## src/core/scp_pkg.sv

```systemverilog
// Package for the system clock select and prescaler block.
// Assumes a 125 MHz undivided source clock on clk_sys.
package scp_pkg;

  // ************************************************************
  // Register map (byte addresses, one word each)
  // ************************************************************
  localparam int          AW            = 4;
  localparam logic [3:0]  OFS_TRIM      = 4'h0;
  localparam logic [3:0]  OFS_DIVIDE    = 4'h4;
  localparam logic [3:0]  OFS_STATUS    = 4'h8;

  // ************************************************************
  // Field layout and reset values
  // ************************************************************
  localparam int          UNLOCK_BIT    = 7;
  localparam logic [6:0]  DIV_OTHER_0   = 7'h00;
  localparam logic [3:0]  DIV_RST_NORM  = 4'h0;
  localparam logic [3:0]  DIV_RST_DIV8  = 4'h3;
  localparam logic [3:0]  DIV_MAX_CODE  = 4'h8;
  localparam logic [2:0]  UNLOCK_CYC    = 3'h4;

  // Clock source fuse codes
  localparam logic [3:0]  CLOCK_SOURCE_SELECT_FUSES_EXT0    = 4'h0;
  localparam logic [3:0]  CLOCK_SOURCE_SELECT_FUSES_EXT1    = 4'h1;
  localparam logic [3:0]  CLOCK_SOURCE_SELECT_FUSES_LP      = 4'h6;

  // Start-up fuse codes
  localparam logic [1:0]  SUT_SHORT     = 2'h0;
  localparam logic [1:0]  SUT_FAST      = 2'h1;
  localparam logic [1:0]  SUT_SLOW      = 2'h2;

  // ************************************************************
  // Timing
  // ************************************************************
  localparam real         CLK_MHZ       = 125.0;
  localparam int          BASE_CK       = 14;
  localparam real         EXT_FAST_MS   = 4.1;
  localparam real         EXT_SLOW_MS   = 65.0;
  localparam real         LP_FAST_MS    = 4.0;
  localparam real         LP_SLOW_MS    = 64.0;
  localparam int          EXT_FAST_CYC  = int'($ceil(EXT_FAST_MS * CLK_MHZ * 1000.0));
  localparam int          EXT_SLOW_CYC  = int'($ceil(EXT_SLOW_MS * CLK_MHZ * 1000.0));
  localparam int          LP_FAST_CYC   = int'($ceil(LP_FAST_MS * CLK_MHZ * 1000.0));
  localparam int          LP_SLOW_CYC   = int'($ceil(LP_SLOW_MS * CLK_MHZ * 1000.0));
  localparam int          DLY_W         = 24;

  // ************************************************************
  // Types
  // ************************************************************
  typedef enum logic [1:0] {
    SRC_NONE = 2'b00,
    SRC_EXT  = 2'b01,
    SRC_LP   = 2'b10
  } scp_src_t;

  typedef struct packed {
    logic       rst_pin_dis;
    logic       div8;
    logic [1:0] startup_time_fuses;
    logic [3:0] clock_source_select_fuses;
  } scp_fuse_t;

  typedef struct packed {
    logic          read;
    logic          write;
    logic [AW-1:0] address;
    logic [3:0]    byteenable;
    logic [31:0]   writedata;
  } scp_av_req_t;

endpackage : scp_pkg

```

## src/core/scp_clock_ctrl.sv

```systemverilog
// Clock source select, reset start-up delay, trim register and
// glitch-free power-of-two prescaler behind an Avalon-MM slave.
// Assumes fuses and factory trim are static straps from outside
// the clk_sys domain; clk_sys is the undivided source clock.
`timescale 1ns/100ps

// Notes on behaviour
// - trim register loads factory byte during reset
// - trim zero slowest, 0x7f fastest, monotonic
// - trim span is analog, code passed through
// - source code 0000/0001 selects external clock
// - external clock reset delay from start-up code
// - source code 0110 selects low-power oscillator
// - low-power oscillator reset delay from start-up code
// - reset-pin-disable lengthens shortest delay by 4 ms
// - one prescaler tick feeds io, cpu, flash
// - no tick spacing shorter than old or new
// - new factor starts within one old period
// - prescaler counts source clock, not readable
// - unlock write then division write within four
// - unlock changes only with other bits zero
// - unlock clears after four cycles or division write
// - reset division is 0 or 3 from fuse
// - any division code accepted regardless of fuse
// - division factor is two to the code, 256 for codes 8 and above
module scp_clock_ctrl #(
  parameter int EXT_FAST_CYC = scp_pkg::EXT_FAST_CYC,
  parameter int EXT_SLOW_CYC = scp_pkg::EXT_SLOW_CYC,
  parameter int LP_FAST_CYC  = scp_pkg::LP_FAST_CYC,
  parameter int LP_SLOW_CYC  = scp_pkg::LP_SLOW_CYC
) (
  input  wire  logic                clk_sys,
  input  wire  logic                sys_rst,
  input  wire  scp_pkg::scp_av_req_t av_req,
  output logic                      av_waitrequest,
  output logic [31:0]               av_readdata,
  input  wire  scp_pkg::scp_fuse_t  fuse_in,
  input  wire  logic [6:0]          factory_trim,
  output logic [6:0]                trim_value,
  output scp_pkg::scp_src_t         clock_source_sel,
  output logic                      sut_reserved,
  output logic                      sys_ready,
  output logic                      io_clock_en,
  output logic                      cpu_clock_en,
  output logic                      flash_clock_en
);
  import scp_pkg::*;

  // ************************************************************
  // Strap synchroniser and capture
  // ************************************************************
  localparam int SW = 15;

  logic [SW-1:0] strap_s1_q;
  logic [SW-1:0] strap_s2_q;
  logic [SW-1:0] strap_s3_q;
  scp_fuse_t     fuse_q;
  wire           strap_agree = (strap_s2_q == strap_s3_q);
  wire           strap_take  = sys_rst && strap_agree;
  scp_fuse_t     strap_fuse;
  wire  [6:0]    strap_trim  = strap_s3_q[6:0];

  assign strap_fuse = strap_s3_q[SW-1:7];

  always_ff @(posedge clk_sys) begin
    strap_s1_q <= {fuse_in, factory_trim};
    strap_s2_q <= strap_s1_q;
    strap_s3_q <= strap_s2_q;
  end

  // Held constant once reset is released
  always_ff @(posedge clk_sys) begin
    if (strap_take) begin
      fuse_q <= strap_fuse;
    end
  end

  // ************************************************************
  // Avalon-MM decode
  // ************************************************************
  logic rd_ack_q;

  wire hit_trim   = (av_req.address == OFS_TRIM);
  wire hit_div    = (av_req.address == OFS_DIVIDE);
  wire hit_stat   = (av_req.address == OFS_STATUS);
  wire wr_lane0   = av_req.write && av_req.byteenable[0];
  wire wr_trim    = wr_lane0 && hit_trim;
  wire wr_div     = wr_lane0 && hit_div;
  wire wd_unlock  = av_req.writedata[UNLOCK_BIT];
  wire wd_other0  = (av_req.writedata[6:0] == DIV_OTHER_0);
  wire rd_fire    = av_req.read && !rd_ack_q;

  // One wait state on reads so read data comes from a flop
  assign av_waitrequest = av_req.read && !rd_ack_q;

  always_ff @(posedge clk_sys) begin
    if (sys_rst) begin
      rd_ack_q <= 1'b0;
    end else begin
      rd_ack_q <= rd_fire;
    end
  end

  // ************************************************************
  // Trim register
  // ************************************************************
  logic [6:0] trim_q;

  always_ff @(posedge clk_sys) begin
    if (strap_take) begin
      trim_q <= strap_trim;
    end else if (!sys_rst && wr_trim) begin
      trim_q <= av_req.writedata[6:0];
    end
  end

  // Code drives the oscillator directly, larger is faster
  assign trim_value = trim_q;

  // ************************************************************
  // Division register and unlock window
  // ************************************************************
  logic [2:0] unlock_cnt_q;
  logic [3:0] div_sel_q;
  wire        unlock      = (unlock_cnt_q != 3'h0);
  wire        unlock_wr   = wr_div && wd_unlock && wd_other0;
  wire        div_accept  = wr_div && !wd_unlock && unlock;
  wire [3:0]  div_rst_val = fuse_q.div8 ? DIV_RST_DIV8 : DIV_RST_NORM;

  always_ff @(posedge clk_sys) begin
    if (sys_rst) begin
      unlock_cnt_q <= 3'h0;
    end else if (div_accept) begin
      unlock_cnt_q <= 3'h0;
    end else if (unlock_wr && !unlock) begin
      unlock_cnt_q <= UNLOCK_CYC;
    end else if (unlock) begin
      unlock_cnt_q <= unlock_cnt_q - 3'h1;
    end
  end

  // Reset value follows the capture made just before release
  always_ff @(posedge clk_sys) begin
    if (sys_rst) begin
      div_sel_q <= strap_take ? (strap_fuse.div8 ? DIV_RST_DIV8 : DIV_RST_NORM)
                              : div_rst_val;
    end else if (div_accept) begin
      div_sel_q <= av_req.writedata[3:0];
    end
  end

  // ************************************************************
  // Prescaler
  // ************************************************************
  // Counts undivided cycles; never mapped to a register.
  logic [7:0] pre_cnt_q;
  logic [3:0] div_act_q;
  logic       tick_q;
  wire  [7:0] act_mask  = 8'((9'h1 << div_act_q) - 9'h1);
  wire        pre_wrap  = ((pre_cnt_q & act_mask) == act_mask);

  always_ff @(posedge clk_sys) begin
    if (sys_rst) begin
      pre_cnt_q <= 8'h00;
      div_act_q <= DIV_RST_NORM;
      tick_q    <= 1'b0;
    end else begin
      tick_q <= pre_wrap;
      if (pre_wrap) begin
        pre_cnt_q <= 8'h00;
        div_act_q <= div_sel_q;
      end else begin
        pre_cnt_q <= pre_cnt_q + 8'h01;
      end
    end
  end

  // Same enable for every synchronous domain
  assign io_clock_en    = tick_q;
  assign cpu_clock_en   = tick_q;
  assign flash_clock_en = tick_q;

  // ************************************************************
  // Source select and reset delay
  // ************************************************************
  typedef enum logic [1:0] {
    ST_RESET = 2'b00,
    ST_DELAY = 2'b01,
    ST_RUN   = 2'b10
  } scp_state_t;

  scp_state_t       state_q;
  logic [DLY_W-1:0] dly_cnt_q;
  logic [DLY_W-1:0] dly_extra;

  wire is_ext = (fuse_q.clock_source_select_fuses == CLOCK_SOURCE_SELECT_FUSES_EXT0) || (fuse_q.clock_source_select_fuses == CLOCK_SOURCE_SELECT_FUSES_EXT1);
  wire is_lp  = (fuse_q.clock_source_select_fuses == CLOCK_SOURCE_SELECT_FUSES_LP);

  assign clock_source_sel = is_ext ? SRC_EXT : (is_lp ? SRC_LP : SRC_NONE);
  assign sut_reserved     = (fuse_q.startup_time_fuses == 2'h3);

  // Reserved start-up code falls back to the shortest delay
  always_comb begin
    dly_extra = '0;
    unique case (fuse_q.startup_time_fuses)
      SUT_FAST: begin
        dly_extra = is_lp ? DLY_W'(LP_FAST_CYC) : DLY_W'(EXT_FAST_CYC);
      end
      SUT_SLOW: begin
        dly_extra = is_lp ? DLY_W'(LP_SLOW_CYC) : DLY_W'(EXT_SLOW_CYC);
      end
      default: begin
        if (fuse_q.rst_pin_dis) begin
          dly_extra = DLY_W'(LP_FAST_CYC);
        end
      end
    endcase
  end

  always_ff @(posedge clk_sys) begin
    if (sys_rst) begin
      state_q   <= ST_RESET;
      dly_cnt_q <= '0;
    end else begin
      unique case (state_q)
        ST_RESET: begin
          state_q   <= ST_DELAY;
          dly_cnt_q <= dly_extra + DLY_W'(BASE_CK - 1);
        end
        ST_DELAY: begin
          if (dly_cnt_q == '0) begin
            state_q <= ST_RUN;
          end else begin
            dly_cnt_q <= dly_cnt_q - DLY_W'(1);
          end
        end
        ST_RUN: begin
          state_q <= ST_RUN;
        end
        default: begin
          state_q <= ST_RESET;
        end
      endcase
    end
  end

  assign sys_ready = (state_q == ST_RUN);

  // ************************************************************
  // Read data
  // ************************************************************
  wire [31:0] rd_trim = {25'h0, trim_q};
  wire [31:0] rd_div  = {24'h0, unlock, 3'h0, div_sel_q};
  wire [31:0] rd_stat = {22'h0, sut_reserved, sys_ready, 8'(fuse_q)};
  wire [31:0] rd_mux  = hit_trim ? rd_trim :
                        hit_div  ? rd_div  :
                        hit_stat ? rd_stat : 32'h0;

  always_ff @(posedge clk_sys) begin
    if (sys_rst) begin
      av_readdata <= 32'h0;
    end else if (rd_fire) begin
      av_readdata <= rd_mux;
    end
  end

  // ************************************************************
  // Checks
  // ************************************************************
  logic [8:0] gap_q;

  always_ff @(posedge clk_sys) begin
    if (sys_rst || pre_wrap) begin
      gap_q <= 9'h0;
    end else begin
      gap_q <= gap_q + 9'h1;
    end
  end

  AST_TRIM_RESET: assert property (@(posedge clk_sys)
    strap_take |=> trim_q == $past(strap_trim))
    else $error("trim not loaded from factory byte in reset");

  // An accepted division closes the window early, so only the far end is pinned
  AST_UNLOCK_TIMEOUT: assert property (@(posedge clk_sys) disable iff (sys_rst)
    $rose(unlock) |-> ##4 (!unlock || $rose(unlock)))
    else $error("unlock window longer than four cycles");

  AST_UNLOCK_REWRITE: assert property (@(posedge clk_sys) disable iff (sys_rst)
    (unlock_wr && unlock_cnt_q > 3'h1) |=> unlock_cnt_q == $past(unlock_cnt_q) - 3'h1)
    else $error("unlock rewrite changed the window");

  AST_UNLOCK_ONLY_CLEAN: assert property (@(posedge clk_sys) disable iff (sys_rst)
    (wr_div && wd_unlock && !wd_other0 && !unlock) |=> !unlock && $stable(div_sel_q))
    else $error("unlock set by write with other bits");

  AST_DIV_ACCEPT: assert property (@(posedge clk_sys) disable iff (sys_rst)
    div_accept |=> div_sel_q == $past(av_req.writedata[3:0]) && !unlock)
    else $error("division write in window not taken");

  AST_DIV_LOCKED: assert property (@(posedge clk_sys) disable iff (sys_rst)
    (wr_div && !wd_unlock && !unlock) |=> $stable(div_sel_q))
    else $error("division changed without unlock");

  AST_DIV8_RESET: assert property (@(posedge clk_sys)
    ($past(sys_rst) && !sys_rst) |-> div_sel_q == (fuse_q.div8 ? DIV_RST_DIV8 : DIV_RST_NORM))
    else $error("reset division does not follow fuse");

  AST_TICK_SPACING: assert property (@(posedge clk_sys) disable iff (sys_rst)
    (pre_wrap && div_act_q <= DIV_MAX_CODE && $past(pre_wrap, 1) == 1'b0 && gap_q != 9'h0)
      |-> (gap_q + 9'h1) == (9'h1 << div_act_q))
    else $error("tick spacing differs from active factor");

  AST_CHANGE_LATENCY: assert property (@(posedge clk_sys) disable iff (sys_rst)
    (div_accept && av_req.writedata[3:0] <= DIV_MAX_CODE)
      |=> ##[0:256] (div_act_q == div_sel_q))
    else $error("new division not active within one old period");

  AST_DELAY_HOLD: assert property (@(posedge clk_sys) disable iff (sys_rst)
    (state_q == ST_DELAY && dly_cnt_q != '0) |=> !sys_ready)
    else $error("ready before start-up delay ended");

  AST_READY_STAYS: assert property (@(posedge clk_sys) disable iff (sys_rst)
    sys_ready |=> sys_ready)
    else $error("ready dropped while running");

  // ************************************************************
  // Strap and register checks
  // ************************************************************
  // The capture edge itself is excluded; only later drift is a fault
  AST_FUSE_HOLD: assert property (@(posedge clk_sys) disable iff (sys_rst)
    !$past(sys_rst) |-> $stable(fuse_q))
    else $error("captured fuses changed while running");

  AST_SRC_EXT_ONLY: assert property (@(posedge clk_sys) disable iff (sys_rst)
    (clock_source_sel == SRC_EXT) |-> fuse_q.clock_source_select_fuses[3:1] == 3'h0)
    else $error("external source chosen for another code");

  AST_SRC_LP_ONLY: assert property (@(posedge clk_sys) disable iff (sys_rst)
    (clock_source_sel == SRC_LP) |-> fuse_q.clock_source_select_fuses == CLOCK_SOURCE_SELECT_FUSES_LP)
    else $error("low-power source chosen for another code");

  AST_TRIM_WRITE: assert property (@(posedge clk_sys) disable iff (sys_rst)
    wr_trim |=> trim_value == $past(av_req.writedata[6:0]))
    else $error("trim write not passed to the oscillator");

  // Reads and writes never overlap, so the loaded word cannot go stale
  AST_READ_TRIM: assert property (@(posedge clk_sys) disable iff (sys_rst)
    (av_req.read && !av_waitrequest && hit_trim) |-> av_readdata == {25'h0, trim_q})
    else $error("trim read back differs from register");

  AST_READ_ONE_WAIT: assert property (@(posedge clk_sys) disable iff (sys_rst)
    (av_req.read && av_waitrequest) |=> !av_waitrequest)
    else $error("read held for more than one wait state");

  // ************************************************************
  // Prescaler checks
  // ************************************************************
  // Factor may only move on a tick boundary, else a short pulse appears
  AST_DIV_STEADY: assert property (@(posedge clk_sys) disable iff (sys_rst)
    !pre_wrap |=> $stable(div_act_q))
    else $error("active factor changed inside a period");

  AST_TICK_ONE: assert property (@(posedge clk_sys) disable iff (sys_rst)
    (io_clock_en && div_act_q != 4'h0) |=> !io_clock_en)
    else $error("back to back ticks above factor one");

endmodule : scp_clock_ctrl

```

## config.mk

```make
export PLATFORM = sky130hd
export DESIGN_NAME = scp_clock_ctrl
export DESIGN_NICKNAME = d
export VERILOG_FILES = /design/src/core/scp_pkg.sv /design/src/core/scp_clock_ctrl.sv
export SDC_FILE = /design/constraint.sdc
export NUM_CORES = 1
export LEC_CHECK = 0
export BUFFER_PORTS_ARGS = -buffer_cell sky130_fd_sc_hd__buf_2
export CAP_MARGIN = 20
export CORE_ASPECT_RATIO = 0.6
export CORE_MARGIN = 1.5
export CORE_UTILIZATION = 50
export DETAILED_ROUTE_END_ITERATION = 10
export PLACE_DENSITY = 0.85
export SLEW_MARGIN = 15
export SYNTH_ARGS = -nofsm -noshare
export SYNTH_HDL_FRONTEND = slang
export SYNTH_SLANG_ARGS = --single-unit
```

## constraint.sdc

```tcl
create_clock -name clk_sys -period 2.3 [get_ports clk_sys]
set_input_delay 0.69 -clock clk_sys [delete_from_list [all_inputs] [get_ports clk_sys]]
set_output_delay 0.69 -clock clk_sys [all_outputs]
set_load 0.01 [all_outputs]
```

==> results of run 1 <==
==> layer usage <==
layer / part of all wire, % / vias to the layer above / routed length [um]
met3: 11 / 30 / 1440
met4: 2.3 / 0 / 318
met5: 0 / - / 0
met2: 44 / 312 / 6030
met1: 43 / 2077 / 5810
li1: - / 2077 / -
==> cell families after synthesis <==
family / after synthesis
compound gates: 109
flops: 117
xor+xnor: 24
simple gates: 187
fa+ha+maj: 17
buf+inv: 63
mux: 23
other cells: 1
==> layout make-up <==
type                            count  area, sq um  area share, %
Clock buffer                       19          454           6.98
Tap cell                          135          169           2.60
Multi-Input combinational cell    382         2590           39.8
Clock inverter                     13          113           1.73
Inverter                           18         67.6           1.04
Timing Repair Buffer               95          581           8.92
Sequential cell                   117         2530           38.9
==> metrics by stage <==
step	util (%)	instance area (sq um)	TNS, ns	hold WS [ns]	worst slack (ns)
after floorplan	-	5370	0	0.310	0.0377
after global placement	57.9	5820	0	0.310	0.0307
after detailed placement	57.9	5820	-0.0887	0.312	-0.0679
after CTS	63.6	6400	0	0.326	0.00846
after global routing	64.7	6500	-0.0623	0.332	-0.0413
final	64.7	6500	0	0.325	0.0504
==> cell usage in the layout (no fill, tap or decap), drive strengths merged, types with 5 or more instances in the layout <==
cell type and n:
a21oi 37, and2 5, buf 95, clkbuf 19
clkinv 8, conb 22, dfxtp 98, edfxtp 19
ha 17, inv 23, mux2 9, mux2i 14
nand2 33, nand2b 11, nand3 10, nand4 13
nor2 41, nor2b 10, nor3 26, nor4 11
nor4b 5, o211ai 8, o21ai 34, or3 5
or4 5, xnor2 20
==> worst reg2reg max path: cells and delay by family (launching register included) <==
family,cells,cell delay [ns]
flip-flops,1,0.47
buffers and inverters,1,0.06
AO/OA/AOI/OAI,2,0.37
AND/OR/NAND/NOR,4,0.80
adder cells (fa/ha/maj),2,0.49
==> state kept, by name, indices dropped and copies added (netlist names) <==
name	cells
av_readdata	10
div_act_q	4
strap_s2_q	15
strap_s1_q	15
fuse_q	8
strap_s3_q	15
div_sel_q	4
state_q	2
dly_cnt_q	24
pre_cnt_q	8
rd_ack_q	1
trim_value	7
unlock_cnt_q	3
cpu_clock_en	1
==> power by group <==
group	internal, uW	total, uW	switching [uW]
clock	1470	2480	1010
combinational	1090	2620	1530
sequential	2340	2600	260
==> final timing paths <==
| path | endpoint | depth (start not counted) |
|---|---|---|
| worst max register to register | dly_cnt_q[8] | 9 |
| worst min register to register | strap_s2_q[9] | 0 |
| worst min-delay path | strap_s2_q[9] | 0 |
| worst max-delay path | dly_cnt_q[8] | 9 |
==> what timing repair did <==
action / in CTS / in global routing
endpoints found under the setup margin: 2 / 24
gates resized for setup: 2 / 23
buffers inserted: 0 / 0
gates cloned: 0 / 0
pin swaps: 0 / 4
==> summary.md, run 1 <==
| Metric | Value |
|---|---|
| Status | `completed` |
| Number of library cell types mapped by synthesis | `66` |
| Setup violators final | `0` |
| Synth Area in Compound Gates | `approximately 13%` |
| Inst Count DP | `around 750` |
| CP startpoint | `fuse_q[5]` |
| First drt pass iteration count | `5` |
| Die X | `~140 um` |
| Worst clock skew | `roughly 0.0072 ns` |
| PD cells | `roughly 1200 mW/mm^2` |
| Gate Count Post-Synth | `about 540` |
| Critical path's largest stage delay | `0.47 ns` |
| Most used routing layer | `met2` |
| Residual DRC | `0` |
| Largest net degree at the start of global routing | `35` |
| Worst vdd ir | `approximately 0.64 mV` |
| Post-synthesis mux area share | `approximately 4.6%` |
| Synth area leaders | `dfxtp_1 (37%), edfxtp_1 (11%), ha_1 (4.0%)` |
| Post-synthesis sequential area ratio | `between 40% and 50%` |
| Clk root buf | `clkbuf_16` |
| IO Port Bufs | `56` |
| Sink Count | `117` |
| Final Power | `a little under 8000 uW` |
| Tightest Pin Transition | `between 0.4 and 0.5 ns` |
| DR vias | `approximately 4,500` |
| Total wire length | `around 14,000 um` |
| Layout filler cell count | `between 700 and 800` |
| Layout area overhead | `23.1%` |
| Nets | `about 710` |
| CP Launch Type | `flop` |
| CP max stage cell | `edfxtp_1` |
| Top_reg_cell synth | `dfxtp_1` |
| Final period util | `a little over nine tenths` |
| Hold Vio Cnt, Final | `0` |
| Max Root-Sink Buffers | `2` |
| Met3 capacity usage during global routing | `under 10%` |
| Met1 Track Usage GR | `between 30 and 40%` |
| Tot GR Track Use | `around a quarter` |
| Core ar. | `about 0.010 sq mm` |
| DIE HEIGHT | `82.6 um` |
| Most frequent cell after synthesis | `dfxtp_1` |
| CTS tree | `built` |
| Gr ovfl total | `0` |
| FMAX | `~440 MHz` |
| Synth top cells by count | `dfxtp_1 (98), nor2_1 (41), a21oi_1 (37)` |
| Die area | `around 0.011 sq mm` |
| Reg-to-reg setup timing slack | `0.05 ns` |
| Clk pin slew, worst setup/hold paths | `around 0.060 ns` |
| Post-synthesis adder-cell area fraction | `around 4%` |
| Mapped cell area | `about 0.0053 sq mm` |
| Hold_sp | `strap_s1_q[9]` |
| Crit path arrival time | `roughly 2.6 ns` |
| First-pass GRT wire length | `21,200 um` |
| Leakage | `0.00263 uW` |
| Critical path buffers and inverters | `1` |
| Area leader, netlist | `dfxtp_1` |
| Dpl hpwl | `roughly 9400 um` |
| Max_cap viols | `0` |
| Antenna Cells | `0` |
| Max FO, Critical Path | `4` |
| WL/cell | `roughly 17 um` |
| Critical path endpoint category | `flop` |
| Critical Path Most Common Cell | `ha_4` |
| Worst hold path class | `reg2reg` |
| Number of global-route vias before repair | `approximately 4,200` |
| Post-synth EDFFs | `19` |
| Largest family of logic cells by synthesized area | `simple AND/OR/NAND/NOR gates` |
| Syn. warnings | `0` |
| Final Max Slew Viols | `0` |
| Fin crit period | `about 2.2 ns` |
| Grt met2 use | `39.3%` |
| Vias per cell | `5.77` |
| Placer Congestion | `between 0.9 and 1` |
| Post-Layout Cell Count | `a little under 800` |
| Crit path kind | `reg2reg` |
| Initial antenna violation count | `0` |
| Row count | `28` |
| Hold bufs inserted after CTS | `0` |
| Async SR Flop Fraction | `0%` |
| Post-route ant nets | `0` |
| Synth Area in XOR/XNOR | `about 4.0%` |
| Initial DRC Count | `530` |
| Initial Util | `52.6%` |
| CP top delay family | `simple AND/OR/NAND/NOR gates` |
| Ports | `~110` |
| Crit Reg-Reg Startpoint | `fuse_q[5]` |
| Rel. slew slack | `66.5%` |
| WP data required | `2.64 ns` |
| Crit-path cells | `ha_4, nand2b_4, a21boi_4, inv_2, ha_4, nor2b_4, nor3b_4, or3_1, a31oi_1` |
| Htree depth | `4` |
| Clock Latency Late Sink | `between 0.4 and 0.5 ns` |
| Syn_area_per_cell | `a little under 10 sq um` |
| Top cell type's share of synthesized area | `approximately 37%` |
| CTS Buf Count | `17` |
| Seq cells post-synth | `about 120` |
| Simple-Gate Fraction of Synth Area | `about a fifth` |
| Fraction of layout cells with a size suffix above 1 | `between 20% and 30%` |
Power figures use the tool's default switching activity.
==> inputs of run 2 (changes only) <==
Settings changed: PLACE_DENSITY 0.85 to 0.76.
==> summary.md, run 2 (synthesis gave the netlist of run 1 again) <==
| Metric | Value |
|---|---|
| Status | `finished with violations` |
| Failing checks | `setup timing` |
| IO Port Bufs | `56 (unchanged)` |
| WP data required | `2.63 ns (about the same)` |
| Worst hold endpoint | `strap_s2_q[10]` |
| DIE HEIGHT | `82.6 um (unchanged)` |
| Hold bufs inserted after CTS | `0 (unchanged)` |
| Internal power | `5030 uW (+2.5%)` |
| PD cells | `1210 mW/mm^2 (+2.4%)` |
| Placed Area | `0.00581 sq mm (-0.13%)` |
| Layout area overhead | `21.9%` |
| Post-Layout Cell Count | `778 (-0.13%)` |
| Largest net degree at the start of global routing | `31 (-11%)` |
| Clk pin slew, worst setup/hold paths | `0.06 ns (about the same)` |
| Critical path endpoint category | `flop` |
| Max_cap viols | `0 (unchanged)` |
| CP Launch Type | `flop` |
| FMAX | `432 MHz (-2.7%)` |
| Final Max Slew Viols | `0 (unchanged)` |
| Max Root-Sink Buffers | `2 (unchanged)` |
| Net Sw Frac | `35.6% (-0.71 points)` |
| WL/cell | `16.8 um (-4.0%)` |
| Max FO, Critical Path | `3 (-1)` |
| Placer Congestion | `0.946 (-0.47%)` |
| Setup Fix Bufs, Post-CTS | `0 (unchanged)` |
| CTS tree | `built` |
| Gate power share | `32.9% (-1.1 points)` |
| Final period util | `101% (+2.7 points)` |
| Nets | `706 (-0.14%)` |
| Setup TNS after final layout | `-0.0122 ns (-0.0122 ns)` |
| Layout filler cell count | `790 (+4.1%)` |
| Row count | `28 (unchanged)` |
| Hold Vio Cnt, Final | `0 (unchanged)` |
| Hold_sp | `strap_s1_q[10]` |
| Die X | `136 um (unchanged)` |
| Initial antenna violation count | `0 (unchanged)` |
| Worst reg2reg path depth | `10 (+1)` |
| Number of global-route vias before repair | `4,081 (-2.8%)` |
| Setup violators final | `1 (+1)` |
| Residual DRC | `0 (unchanged)` |
| First drt pass iteration count | `5 (unchanged)` |
| Crit Reg-Reg Startpoint | `fuse_q[4]` |
| Sink Count | `117 (unchanged)` |
| Post-route ant nets | `0 (unchanged)` |
| Worst vdd ir | `0.747 mV (+16%)` |
| Inst Count DP | `746 (-0.13%)` |
| Clock Latency Late Sink | `0.41 ns (about the same)` |
| Total wire length | `13,000 um (-4.1%)` |
| Htree depth | `4 (unchanged)` |
| Crit path arrival time | `2.65 ns (+0.06 ns)` |
| Clk root buf | `clkbuf_16` |
| DR vias | `4,410 (-1.9%)` |
| Largest register FFs | `24 (unchanged)` |
| Dpl hpwl | `9470 um (+0.88%)` |
| CTS Buf Count | `17 (unchanged)` |
| RSZ-0062 raised after global routing | `true` |
| Worst hold path class | `reg2reg` |
| Commonest cells after routing, fill and taps aside | `dfxtp_1 (98), buf_2 (56), nor2_1 (40)` |
| Rel. slew slack | `66.6% (+0.19 points)` |
| Ports | `106 (unchanged)` |
| Post-route setup slack | `-0.0122 ns (-0.0625 ns)` |
| Clock power share | `33.8% (+1.6 points)` |
| Tightest Pin Transition | `0.496 ns (-0.00362 ns)` |
| Core ar. | `0.0101 sq mm (unchanged)` |
| Net switching power | `2780 uW (-0.55%)` |
| RR Endpoint | `dly_cnt_q[8]` |
| First-pass GRT wire length | `20,600 um (-2.8%)` |
| Tot GR Track Use | `24.8% (-0.42 points)` |
| Reg-to-reg setup timing slack | `-0.01 ns (-0.06 ns)` |
| Min-Delay Path Depth | `0 (unchanged)` |
| Fraction of layout cells with a size suffix above 1 | `24.7% (-1.5 points)` |
| Worst clock skew | `0.00813 ns (+0.000917 ns)` |
| Initial Util | `52.6% (unchanged)` |
| Vias per cell | `5.67 (-1.8%)` |
| Leakage | `0.00263 uW (about the same)` |
| Fin crit period | `2.31 ns (+0.0625 ns)` |
| Antenna Cells | `0 (unchanged)` |
| Crit path kind | `reg2reg` |
| Reg with most FFs | `dly_cnt_q` |
| Initial DRC Count | `441 (-17%)` |
| Gr ovfl total | `0 (unchanged)` |
| Die area | `0.0112 sq mm (unchanged)` |
| Worst hold margin | `0.325 ns (+0.000144 ns)` |
| Most common cell after layout, fill and taps aside | `dfxtp_1` |
| Cell area after layout | `0.00644 sq mm (-0.96%)` |
| Part of the power in registers | `33.3% (-0.5 points)` |
## run 2: worst max-delay path, stage by stage, from the launching register on
cell and delay (ns):
edfxtp_1 0.36, inv_1 0.07, ha_1 0.32, nand2b_1 0.16, a21boi_1 0.22, inv_1 0.06, ha_1 0.20, nor2b_2 0.17
nor3b_4 0.16, or3_1 0.33, a31oi_1 0.18
## run 2: how the worst max path moves through the flow
stage / from / depth (start not counted) / endpoint / slack, ns
final: fuse_q[4] / 10 / dly_cnt_q[8] / -0.01
after global routing: fuse_q[4] / 10 / dly_cnt_q[8] / -0.07
after CTS: fuse_q[4] / 11 / dly_cnt_q[10] / 0.02
after detailed placement: fuse_q[4] / 11 / dly_cnt_q[10] / -0.12
after global placement: fuse_q[4] / 11 / dly_cnt_q[10] / 0.06
after floorplan: div_act_q[3] / 8 / div_act_q[2] / 0.04
## run 2: power groups by stage
| stage | logic, uW | clock network (uW) | registers [uW] |
|---|---|---|---|
| 4_1_cts | 2500 | 2670 | 2580 |
| 2_1_floorplan | 1820 | 0 | 2570 |
| 3_3_place_gp | 2390 | 0 | 2600 |
| 3_5_place_dp | 2470 | 0 | 2620 |
| 5_1_grt | 2800 | 2780 | 2630 |
| 6_report | 2570 | 2640 | 2600 |
## run 2: area by class of cell
type	count	area, sq um	area share [%]
flip-flops and latches	117	2530	39.3
multi-input cells	382	2520	39.1
repair buffers	94	566	8.78
clock buffers	18	429	6.66
well taps	135	169	2.62
clock inverters	14	163	2.52
inverters	18	67.6	1.05
## run 2: what timing repair did
item	in CTS	in global routing
pin swaps	0	1
endpoints found under the setup margin	2	24
gates resized for setup	3	6
## run 2: stage by stage
stage	power [uW]	util (%)	setup WS [ns]
after floorplan	4390	-	0.0377
after global placement	4990	57.8	0.0612
after detailed placement	5080	57.8	-0.125
after CTS	7750	63.8	0.0217
after global routing	8210	64.1	-0.0718
final	7810	64.1	-0.0122
## run 2: routing by layer
metal / part of all wire [%] / track usage, % / vias to the layer above
met5: 0 / 0 / -
met1: 47 / 34.8 / 2092
met4: 1.2 / 7.42 / 0
met2: 43 / 37.5 / 204
li1: - / - / 2094
met3: 8.0 / 6.35 / 20
